## src/common/erxf_pkg.sv

```systemverilog
/*
  erxf_pkg: register map, field positions, reset values and mode codes
  of the receive filter, interrupt flag and dropped-frame logic.
  Assumes one 32-bit register bus with word-aligned registers.
*/
package erxf_pkg;

  // ==========================================================
  // register map (register indices and byte offsets within the block)
  localparam logic [3:0] REG_FILTER_IDX = 4'h0; // rx_filter_config
  localparam logic [3:0] REG_IRQ_IDX = 4'h1; // controller_irq_flags
  localparam logic [3:0] REG_DROP_IDX = 4'h2; // rx_dropped_frame_count
  localparam logic [3:0] REG_CON1_IDX = 4'h3; // controller_control_one
  localparam logic [3:0] REG_WMARK_IDX = 4'h4; // watermark_thresholds
  localparam logic [3:0] REG_STAT_IDX = 4'h5; // controller_status
  localparam logic [7:0] REG_FILTER_OFS = 8'h00;
  localparam logic [7:0] REG_IRQ_OFS = 8'h10;
  localparam logic [7:0] REG_DROP_OFS = 8'h20;
  localparam logic [7:0] REG_CON1_OFS = 8'h30;
  localparam logic [7:0] REG_WMARK_OFS = 8'h40;
  localparam logic [7:0] REG_STAT_OFS = 8'h50;

  // alias slots inside each register's 16-byte window
  localparam logic [1:0] ALIAS_BASE = 2'h0;
  localparam logic [1:0] ALIAS_CLR = 2'h1;
  localparam logic [1:0] ALIAS_SET = 2'h2;
  localparam logic [1:0] ALIAS_INV = 2'h3;

  // ==========================================================
  // rx_filter_config fields
  localparam int HASH_EN_BIT = 15;
  localparam int WAKE_EN_BIT = 14;
  localparam int CSUM_INV_BIT = 12;
  localparam int PM_SEL_LSB = 8;
  localparam logic [31:0] FILTER_WMASK = 32'h0000_dfff;
  localparam logic [31:0] FILTER_RESET = 32'h0000_0000;

  // pattern_match_select codes
  localparam logic [3:0] PM_OFF = 4'h0;
  localparam logic [3:0] PM_CSUM = 4'h1;
  localparam logic [3:0] PM_STATION_A = 4'h2;
  localparam logic [3:0] PM_STATION_B = 4'h3;
  localparam logic [3:0] PM_UNICAST_A = 4'h4;
  localparam logic [3:0] PM_UNICAST_B = 4'h5;
  localparam logic [3:0] PM_BCAST_A = 4'h6;
  localparam logic [3:0] PM_BCAST_B = 4'h7;
  localparam logic [3:0] PM_HASH = 4'h8;
  localparam logic [3:0] PM_WAKEUP = 4'h9;

  // ==========================================================
  // controller_irq_flags fields
  localparam int TX_BUSERR_BIT = 14;
  localparam int RX_BUSERR_BIT = 13;
  localparam int EMPTY_WM_BIT = 9;
  localparam int FULL_WM_BIT = 8;
  localparam int RX_OVF_BIT = 0;
  localparam logic [31:0] IRQ_WMASK = 32'h0000_6001;
  localparam logic [31:0] IRQ_RESET = 32'h0000_0000;

  // dropped counter, control, thresholds, status
  localparam logic [31:0] DROP_WMASK = 32'h0000_ffff;
  localparam logic [15:0] DROP_RESET = 16'h0000;
  localparam int RX_EN_BIT = 8;
  localparam int BUF_DEC_BIT = 0;
  localparam logic [31:0] CON1_WMASK = 32'h0000_0100;
  localparam logic [31:0] CON1_RESET = 32'h0000_0000;
  localparam int EMPTY_THR_LSB = 0;
  localparam int FULL_THR_LSB = 16;
  localparam logic [31:0] WMARK_WMASK = 32'h00ff_00ff;
  localparam logic [31:0] WMARK_RESET = 32'h0000_0000;
  localparam int BUF_CNT_LSB = 16;
  localparam logic [7:0] BUF_CNT_RESET = 8'h00;

  // ==========================================================
  // frame descriptor fields from the receive path
  localparam int FRAME_W = 7;
  localparam int FI_CSUM = 0;
  localparam int FI_STATION = 1;
  localparam int FI_UNICAST = 2;
  localparam int FI_BCAST = 3;
  localparam int FI_HASH = 4;
  localparam int FI_WAKEUP = 5;
  localparam int FI_OVERRUN = 6;
  localparam int FIFO_DEPTH = 16;

  // ahb transfer codes
  localparam logic [1:0] HTRANS_NONSEQ = 2'h2;
  localparam logic [1:0] HTRANS_SEQ = 2'h3;

endpackage

```

## src/common/erxf_stream_if.sv

```systemverilog
/*
  erxf_stream_if: valid/ready word stream between the filter core and
  its descriptor buffer. Assumes a single clock for both ends.
*/
`timescale 1ns/1ps
interface erxf_stream_if #(parameter int WIDTH = 7);
  logic valid;
  logic ready;
  logic [WIDTH-1:0] data;
  modport src (output valid, output data, input ready);
  modport snk (input valid, input data, output ready);
endinterface

```

## src/core/erxf_fifo.sv

```systemverilog
/*
  erxf_fifo: synchronous FIFO of DEPTH words of WIDTH bits.
  Assumes one clock; DEPTH is a power of two.
*/
`timescale 1ns/1ps
module erxf_fifo #(
  parameter int WIDTH = 7,
  parameter int DEPTH = 16
) (
  input wire logic hclk,
  input wire logic hresetn,
  erxf_stream_if.snk in_s,
  erxf_stream_if.src out_s
);
  localparam int AW = $clog2(DEPTH);

  typedef struct packed {
    logic [DEPTH-1:0][WIDTH-1:0] mem;
    logic [AW:0] wp;
    logic [AW:0] rp;
  } erxf_fifo_s;

  erxf_fifo_s st_reg;
  erxf_fifo_s st_next;
  logic full;
  logic empty;

  // ==========================================================
  // flags and handshakes
  assign empty = (st_reg.wp == st_reg.rp);
  assign full = (st_reg.wp[AW-1:0] == st_reg.rp[AW-1:0]) && (st_reg.wp[AW] != st_reg.rp[AW]);
  assign in_s.ready = !full;
  assign out_s.valid = !empty;
  assign out_s.data = st_reg.mem[st_reg.rp[AW-1:0]];

  // pointer and storage update
  always_comb
  begin
    st_next = st_reg;
    if (in_s.valid && !full)
    begin
      st_next.mem[st_reg.wp[AW-1:0]] = in_s.data;
      st_next.wp = st_reg.wp + 1'b1;
    end
    if (out_s.ready && !empty)
      st_next.rp = st_reg.rp + 1'b1;
  end

  always_ff @(posedge hclk or negedge hresetn)
  begin
    if (!hresetn)
      st_reg <= '0;
    else
      st_reg <= st_next;
  end
endmodule

```

## src/core/erxf_top.sv

```systemverilog
/*
  erxf_top: receive filter configuration and pattern match, controller
  interrupt flags, descriptor watermarks and dropped-frame counter,
  behind an AHB-Lite slave. Assumes the receive path, the DMA engines
  and the descriptor logic run on hclk and give one-cycle event pulses.
*/
// The implementer's own choices: the AHB-Lite register port and the address map.
// Contract
// - hash filter applies only when enabled
// - wake-up filter applies only when enabled
// - inversion bit xors checksum match condition
// - mode zero makes pattern match fail
// - mode one needs checksum condition only
// - modes two/three also need station address
// - modes four/five also need unicast address
// - modes six/seven also need broadcast address
// - mode eight needs hash hit regardless
// - mode nine needs wake-up hit regardless
// - tx bus error sets sticky flag
// - rx bus error sets sticky flag
// - empty watermark sets low, clears on increment
// - full watermark sets high, clears on decrement
// - dropped accepted frame counts, sets overflow flag
// - counter clears on read touching bytes 0/1
`timescale 1ns/1ps
module erxf_top (
  input wire logic hclk,
  input wire logic hresetn,
  input wire logic hsel,
  input wire logic [31:0] haddr,
  input wire logic [1:0] htrans,
  input wire logic hwrite,
  input wire logic [2:0] hsize,
  input wire logic [31:0] hwdata,
  input wire logic hready,
  output logic hreadyout,
  output logic hresp,
  output logic [31:0] hrdata,
  input wire logic frame_valid,
  output logic frame_ready,
  input wire logic [erxf_pkg::FRAME_W-1:0] frame_info,
  output logic result_valid,
  input wire logic result_ready,
  output logic result_accept,
  output logic result_match,
  output logic result_dropped,
  input wire logic tx_bus_error,
  input wire logic rx_bus_error,
  input wire logic buf_count_inc,
  output logic receive_enable
);

  typedef struct packed {
    logic [31:0] filter;
    logic [31:0] irq;
    logic [15:0] drop_cnt;
    logic [31:0] con1;
    logic [31:0] wmark;
    logic [7:0] buf_cnt;
    logic wr_pend;
    logic [7:0] wr_addr;
    logic [31:0] rdata;
    logic res_valid;
    logic res_accept;
    logic res_match;
    logic res_dropped;
  } erxf_state_s;

  erxf_state_s st_reg;
  erxf_state_s st_next;

  erxf_stream_if #(.WIDTH(erxf_pkg::FRAME_W)) fifo_in ();
  erxf_stream_if #(.WIDTH(erxf_pkg::FRAME_W)) fifo_out ();

  logic addr_phase;
  logic [7:0] req_addr;
  logic lanes_low;
  logic take_frame;
  logic [erxf_pkg::FRAME_W-1:0] fi;
  logic [3:0] pm_sel;
  logic csum_ok;
  logic pm_hit;
  logic hash_ok;
  logic wake_ok;
  logic accept;
  logic dropped;
  logic buf_dec;

  // ==========================================================
  // descriptor buffer between receive path and filter
  assign fifo_in.valid = frame_valid;
  assign fifo_in.data = frame_info;
  assign frame_ready = fifo_in.ready;
  assign take_frame = fifo_out.valid && (!st_reg.res_valid || result_ready);
  assign fifo_out.ready = !st_reg.res_valid || result_ready;
  assign fi = fifo_out.data;

  erxf_fifo #(
    .WIDTH(erxf_pkg::FRAME_W),
    .DEPTH(erxf_pkg::FIFO_DEPTH)
  ) u_fifo (
    .hclk(hclk),
    .hresetn(hresetn),
    .in_s(fifo_in),
    .out_s(fifo_out)
  );

  // ==========================================================
  // pattern match evaluation of the frame at the buffer head
  assign pm_sel = st_reg.filter[erxf_pkg::PM_SEL_LSB +: 4];
  assign csum_ok = st_reg.filter[erxf_pkg::CSUM_INV_BIT] ^ fi[erxf_pkg::FI_CSUM];

  always_comb
  begin
    case (pm_sel)
      erxf_pkg::PM_OFF: pm_hit = 1'b0;
      erxf_pkg::PM_CSUM: pm_hit = csum_ok;
      erxf_pkg::PM_STATION_A,
      erxf_pkg::PM_STATION_B: pm_hit = csum_ok && fi[erxf_pkg::FI_STATION];
      erxf_pkg::PM_UNICAST_A,
      erxf_pkg::PM_UNICAST_B: pm_hit = csum_ok && fi[erxf_pkg::FI_UNICAST];
      erxf_pkg::PM_BCAST_A,
      erxf_pkg::PM_BCAST_B: pm_hit = csum_ok && fi[erxf_pkg::FI_BCAST];
      erxf_pkg::PM_HASH: pm_hit = csum_ok && fi[erxf_pkg::FI_HASH];
      erxf_pkg::PM_WAKEUP: pm_hit = csum_ok && fi[erxf_pkg::FI_WAKEUP];
      default: pm_hit = 1'b0;
    endcase
  end

  // enabled filters gate acceptance; disabled ones pass everything
  assign hash_ok = !st_reg.filter[erxf_pkg::HASH_EN_BIT] || fi[erxf_pkg::FI_HASH];
  assign wake_ok = !st_reg.filter[erxf_pkg::WAKE_EN_BIT] || fi[erxf_pkg::FI_WAKEUP];
  assign accept = hash_ok && wake_ok && ((pm_sel == erxf_pkg::PM_OFF) || pm_hit);
  assign dropped = take_frame && accept && fi[erxf_pkg::FI_OVERRUN];

  // ==========================================================
  // bus address phase and read byte lanes
  assign addr_phase = hsel && hready && (htrans == erxf_pkg::HTRANS_NONSEQ ||
                      htrans == erxf_pkg::HTRANS_SEQ);
  assign req_addr = haddr[7:0];
  assign lanes_low = (hsize >= 3'h2) || (hsize == 3'h1 && !haddr[1]) ||
                     (hsize == 3'h0 && !haddr[1]);
  assign buf_dec = st_reg.wr_pend && (st_reg.wr_addr[7:4] == erxf_pkg::REG_CON1_IDX) &&
                   (st_reg.wr_addr[3:2] != erxf_pkg::ALIAS_CLR) &&
                   hwdata[erxf_pkg::BUF_DEC_BIT];

  // apply a base, clear, set or invert write to the writable bits
  function automatic logic [31:0] alias_apply(
    input logic [31:0] old,
    input logic [31:0] wd,
    input logic [1:0] slot,
    input logic [31:0] wmask
  );
    logic [31:0] m;
    m = wd & wmask;
    case (slot)
      erxf_pkg::ALIAS_BASE: alias_apply = (old & ~wmask) | m;
      erxf_pkg::ALIAS_CLR: alias_apply = old & ~m;
      erxf_pkg::ALIAS_SET: alias_apply = old | m;
      erxf_pkg::ALIAS_INV: alias_apply = old ^ m;
      default: alias_apply = old;
    endcase
  endfunction

  // read mux over the register image
  function automatic logic [31:0] read_word(
    input erxf_state_s s,
    input logic [3:0] idx
  );
    case (idx)
      erxf_pkg::REG_FILTER_IDX: read_word = s.filter;
      erxf_pkg::REG_IRQ_IDX: read_word = s.irq;
      erxf_pkg::REG_DROP_IDX: read_word = {16'h0000, s.drop_cnt};
      erxf_pkg::REG_CON1_IDX: read_word = s.con1;
      erxf_pkg::REG_WMARK_IDX: read_word = s.wmark;
      erxf_pkg::REG_STAT_IDX: read_word = {8'h00, s.buf_cnt, 16'h0000};
      default: read_word = 32'h0000_0000;
    endcase
  endfunction

  // ==========================================================
  // next-state: software writes first, hardware events win after
  always_comb
  begin
    logic [31:0] drop_word;
    logic [1:0] slot;
    drop_word = 32'h0000_0000;
    slot = st_reg.wr_addr[3:2];
    st_next = st_reg;

    // data phase of a captured write (filter may change any time;
    // software is expected to hold receive disabled meanwhile)
    if (st_reg.wr_pend)
    begin
      case (st_reg.wr_addr[7:4])
        erxf_pkg::REG_FILTER_IDX:
          st_next.filter = alias_apply(st_reg.filter, hwdata, slot, erxf_pkg::FILTER_WMASK);
        erxf_pkg::REG_IRQ_IDX:
          st_next.irq = alias_apply(st_reg.irq, hwdata, slot, erxf_pkg::IRQ_WMASK);
        erxf_pkg::REG_DROP_IDX:
        begin
          drop_word = alias_apply({16'h0000, st_reg.drop_cnt}, hwdata, slot,
                                  erxf_pkg::DROP_WMASK);
          st_next.drop_cnt = drop_word[15:0];
        end
        erxf_pkg::REG_CON1_IDX:
          st_next.con1 = alias_apply(st_reg.con1, hwdata, slot, erxf_pkg::CON1_WMASK);
        erxf_pkg::REG_WMARK_IDX:
          st_next.wmark = alias_apply(st_reg.wmark, hwdata, slot, erxf_pkg::WMARK_WMASK);
        default: st_next.wmark = st_next.wmark;
      endcase
    end

    // descriptor buffer count follows increments and decrements
    if (buf_count_inc && !buf_dec)
      st_next.buf_cnt = st_reg.buf_cnt + 8'h01;
    else if (buf_dec && !buf_count_inc)
      st_next.buf_cnt = st_reg.buf_cnt - 8'h01;

    // watermark flags: event clears, condition on the updated count wins
    if (buf_count_inc)
      st_next.irq[erxf_pkg::EMPTY_WM_BIT] = 1'b0;
    if (st_next.buf_cnt <= st_reg.wmark[erxf_pkg::EMPTY_THR_LSB +: 8])
      st_next.irq[erxf_pkg::EMPTY_WM_BIT] = 1'b1;
    else if (!buf_count_inc)
      st_next.irq[erxf_pkg::EMPTY_WM_BIT] = st_reg.irq[erxf_pkg::EMPTY_WM_BIT];
    if (buf_dec)
      st_next.irq[erxf_pkg::FULL_WM_BIT] = 1'b0;
    else
      st_next.irq[erxf_pkg::FULL_WM_BIT] = st_reg.irq[erxf_pkg::FULL_WM_BIT];
    if (st_next.buf_cnt >= st_reg.wmark[erxf_pkg::FULL_THR_LSB +: 8])
      st_next.irq[erxf_pkg::FULL_WM_BIT] = 1'b1;

    // sticky bus error flags, set wins over a same-cycle clear
    if (tx_bus_error)
      st_next.irq[erxf_pkg::TX_BUSERR_BIT] = 1'b1;
    if (rx_bus_error)
      st_next.irq[erxf_pkg::RX_BUSERR_BIT] = 1'b1;

    // read capture sees any write landing in this same cycle
    if (addr_phase && !hwrite)
      st_next.rdata = read_word(st_next, req_addr[7:4]);
    else
      st_next.rdata = 32'h0000_0000;

    // clear-on-read of the dropped count, then count this drop
    if (addr_phase && !hwrite && req_addr[7:4] == erxf_pkg::REG_DROP_IDX && lanes_low)
      st_next.drop_cnt = erxf_pkg::DROP_RESET;
    if (dropped)
    begin
      st_next.drop_cnt = st_next.drop_cnt + 16'h0001;
      st_next.irq[erxf_pkg::RX_OVF_BIT] = 1'b1;
    end

    // capture a write address phase for the next cycle
    st_next.wr_pend = addr_phase && hwrite;
    st_next.wr_addr = req_addr;

    // result register toward the receive path
    if (take_frame)
    begin
      st_next.res_valid = 1'b1;
      st_next.res_accept = accept && !fi[erxf_pkg::FI_OVERRUN];
      st_next.res_match = pm_hit;
      st_next.res_dropped = dropped;
    end
    else if (result_ready)
      st_next.res_valid = 1'b0;
  end

  // ==========================================================
  // state register
  always_ff @(posedge hclk or negedge hresetn)
  begin
    if (!hresetn)
    begin
      st_reg <= '0;
      st_reg.filter <= erxf_pkg::FILTER_RESET;
      st_reg.irq <= erxf_pkg::IRQ_RESET;
      st_reg.drop_cnt <= erxf_pkg::DROP_RESET;
      st_reg.con1 <= erxf_pkg::CON1_RESET;
      st_reg.wmark <= erxf_pkg::WMARK_RESET;
      st_reg.buf_cnt <= erxf_pkg::BUF_CNT_RESET;
    end
    else
      st_reg <= st_next;
  end

  // ==========================================================
  // outputs
  assign hreadyout = 1'b1; // zero-wait slave
  assign hresp = 1'b0; // always okay
  assign hrdata = st_reg.rdata;
  assign result_valid = st_reg.res_valid;
  assign result_accept = st_reg.res_accept;
  assign result_match = st_reg.res_match;
  assign result_dropped = st_reg.res_dropped;
  assign receive_enable = st_reg.con1[erxf_pkg::RX_EN_BIT];

endmodule

```

## config.mk

```make
export PLATFORM = sky130hd
export DESIGN_NAME = erxf_top
export DESIGN_NICKNAME = d
export VERILOG_FILES = /design/src/common/erxf_pkg.sv /design/src/common/erxf_stream_if.sv /design/src/core/erxf_fifo.sv /design/src/core/erxf_top.sv
export SDC_FILE = /design/constraint.sdc
export NUM_CORES = 1
export LEC_CHECK = 0
export BUFFER_PORTS_ARGS = -buffer_cell sky130_fd_sc_hd__buf_2
export CORE_ASPECT_RATIO = 0.75
export CORE_MARGIN = 1.5
export CORE_UTILIZATION = 55
export CTS_CLUSTER_SIZE = 25
export DETAILED_ROUTE_END_ITERATION = 8
export PLACE_DENSITY = 0.77
export REMOVE_ABC_BUFFERS = 1
export SLEW_MARGIN = 20
export SYNTH_ARGS = -nofsm -noshare
export SYNTH_HDL_FRONTEND = slang
export SYNTH_SLANG_ARGS = --single-unit
export TNS_END_PERCENT = 5
```

## constraint.sdc

```tcl
create_clock -name hclk -period 3 [get_ports hclk]
set_input_delay 0.15 -clock hclk [delete_from_list [all_inputs] [get_ports hclk]]
set_output_delay 0.15 -clock hclk [all_outputs]
set_load 0.01 [all_outputs]
```

==> run_results.csv <==
group,metric,value,unit
run_status,outcome,"finished with violations",
run_status,violations,"setup timing",
finish,fin_area,19100,µm²
setup_path,crit_required,3450,ps
detailed_routing,ant_nets,0,
placed_design,io_buffers,88,
placed_design,post-place-ws,-40.4,ps
die,initial_core_util,0.560,
finish,final_cells,1957,
pwr,p_leak,9.12,nW
sta,period_share,1.03,
logic_synthesis,synthCells,1508,
clocking,cts_inserted_buffers,31,
die,core_area,30200,µm²
setup_path,worstSetupStartpointType,"flip-flop",
logic_synthesis,avgSynthCellArea,11.2,µm²
detailed_routing,via_per_inst,5.88,
finish,final_nets,1745,
setup_path,critPathArrivalTime,3530,ps
sta,max_slew.worst_pin.slew,670,ps
logic_synthesis,synth-edff-count,0,
grt,grt_pass1_wl,62.4,mm
finish,final_util,0.631,
sta,hold_slack,15.6,ps
logic_synthesis,yosys-top-cells-area,"dfrtp_1 (47%), ha_1 (9.3%), mux4_2 (6.4%)",
setup_path,slowest_stage,"dfrtp_1",
sta,finClkSkew,18.3,ps
worst_hold_path,hold_class,"in2reg",
sta,drv_slew,0,
pwr,power_switching,4.94,mW
detailed_routing,wl,39.6,mm
placed_design,gp_congestion,0.915,
pwr,seq_power_share,0.399,
detailed_routing,drtIter0Drc,1075,
sta,period_needed,3080,ps
die,row_count,55,
detailed_routing,first_pass_iters,6,
logic_synthesis,ys_warn_count,0,
detailed_routing,wl_per_cell,20.2,µm
logic_synthesis,syn_area,16900,µm²
die,die_w,206,µm
pwr,powerDensity,792,nW/µm²
logic_synthesis,async_reset_ff_frac,1.00,
pwr,power,15.1,mW
logic_synthesis,netlist.area_leader.share,0.469,
grt,grt-ovfl-total,0,
sta,hold_violations,0,
pwr,switching_share,0.327,
finish,syn_to_final_growth,12.7,%
die,ios,126,
grt,grt_max_degree,80,
setup_path,critical_path_class,"reg2reg",
die,dieArea,31800,µm²
pwr,pwr-share-clk,0.268,
logic_synthesis,ys_seq_area_frac,0.469,
logic_synthesis,synth_flop_cell,"dfrtp_1",
setup_path,cp_max_fo,4,
pwr,p_int,10.2,mW
sta,relSlewSlack,0.551,
setup_path,worst_setup_path_end_kind,"flip-flop",
setup_path,max_stage_delay,420,ps
grt,grt_pass1_vias,11500,
sta,setup-tns-final,-133,ps
run,max_cap_violations,0,
clocking,clock_path_buffers,3,
sta,max_clock_freq,0.325,GHz
logic_synthesis,synth_area_leader_cell,"dfrtp_1",
clocking,cts.sinks,317,
detailed_routing,drc,0,
placed_design,dp.cells,1879,
sta,rsz0062_at_grt,"yes",
placed_design,postPlaceCellArea,17700,µm²
logic_synthesis,synth_cell_types,60,
finish,final_cell_mix,"dfrtp_1 (313), ha_1 (124), inv_1 (118)",
clocking,clk_pin_slew,70,ps
grt,grt.total_usage,0.251,
setup_path,crit_chain,"nor4bb_2, buf_4, a41oi_1, and3_1, and4_1, a21o_1, xor2_1, buf_4, ha_1, nand4_1, o21ai_0, nand2_1, nand2_1, a21oi_1",
logic_synthesis,synth_seq_cells,317,
sta,setup_viol,2,
pwr,comb_power_share,0.333,
grt,antenna_found_initial,2,
clocking,htreeDepth,1,
sta,finalWorstSetupSlack,-79.8,ps
pwr,ir_drop,0.441,mV
finish,largest_reg_flops,154,
clocking,insertion_delay,590,ps
finish,layout-drive-gt1-share,0.227,
finish,final_common_cell,"dfrtp_1",
die,die_h,155,µm
detailed_routing,vias,11500,
placed_design,hpwlAfterDp,26.5,mm
clocking,tritoncts,"yes",
clocking,cts-root-buf,"clkbuf_16",
## worst max-delay path, delay by kind of cell (launching register included)
family | cells | cell delay [ps]
fa+ha+maj | 1 | 300
flops | 1 | 420
xor+xnor | 1 | 160
compound gates | 4 | 600
buf+inv | 2 | 350
simple gates | 6 | 1110
## synth_stat cells, drive strengths merged (6+ instances only)
library cell	count
a211oi	23
a21o	9
a21oi	111
a222oi	24
a22oi	16
a31oi	13
and2	7
and3	8
buf	65
clkbuf	132
dfrtp	317
ha	126
inv	119
mux2	123
mux2i	36
mux4	50
nand2	66
nand2b	10
nand3	25
nand3b	6
nand4	24
nor2	91
nor2b	10
nor3	6
o21ai	14
xnor2	18
xor2	9
## path summary, 6_finish.rpt
check,cells past startpoint,slack (ps),to,start
worst max-delay path,14,-80,hrdata[9]$_DFF_PN0_,st_reg[43]$_DFF_PN0_
min in group asynchronous,2,120,st_reg[137]$_DFF_PN0_,hresetn
worst min register to register,0,380,st_reg[77]$_DFF_PN0_,st_reg[77]$_DFF_PN0_
max in group asynchronous,3,2000,hrdata[26]$_DFF_PN0_,hresetn
worst max register to register,14,-80,hrdata[9]$_DFF_PN0_,st_reg[43]$_DFF_PN0_
worst min-delay path,2,20,u_fifo.st_reg[62]$_DFFE_PN0P_,frame_info[3]
## final cells by class
cell class                      instances  area [µm²]
Fill cell                            2289       11100
Sequential cell                       317        7940
Multi-Input combinational cell        875        7770
Timing Repair Buffer                  189        1350
Clock buffer                           47         906
Tap cell                              399         499
Inverter                              119         447
Clock inverter                         10         148
Antenna cell                            1        2.50
## timing repair
item	4_1_cts	5_1_grt
setup endpoints to repair	3	27
resized for setup	13	17
pin swaps	7	8
endpoints found under the hold margin	102	0
hold buffers	15	0
setup buffers	4	1
## kinds of logic (layout without fill, tap and decap cells)
family	after synthesis	count (layout)	share of synthesized area
flip-flops	317	317	0.469
AO/OA/AOI/OAI	240	240	0.0934
multiplexers	209	209	0.170
AND/OR/NAND/NOR	271	271	0.0780
other	2	3	0.000444
buffers and inverters	316	365	0.0819
XOR/XNOR	27	27	0.0140
adder cells (fa/ha/maj)	126	126	0.0932
## power by group through the flow
| stage | logic, mW | clock network, mW | registers [mW] |
|---|---|---|---|
| after global routing | 5.49 | 4.29 | 6.14 |
| after CTS | 4.94 | 4.12 | 5.99 |
| after global placement | 4.60 | 0 | 5.98 |
| after detailed placement | 4.83 | 0 | 6.05 |
| after floorplan | 3.05 | 0 | 6.01 |
| final | 5.03 | 4.05 | 6.02 |
## layer usage
metal / GRT usage / wire length, µm / up-vias
li1: - / - / 5249
met1: 0.378 / 18500 / 5802
met2: 0.366 / 17300 / 388
met3: 0.0576 / 2890 / 62
met4: 0.0647 / 911 / 2
met5: 0 / 12 / -
(Power assumes the default switching activity.)
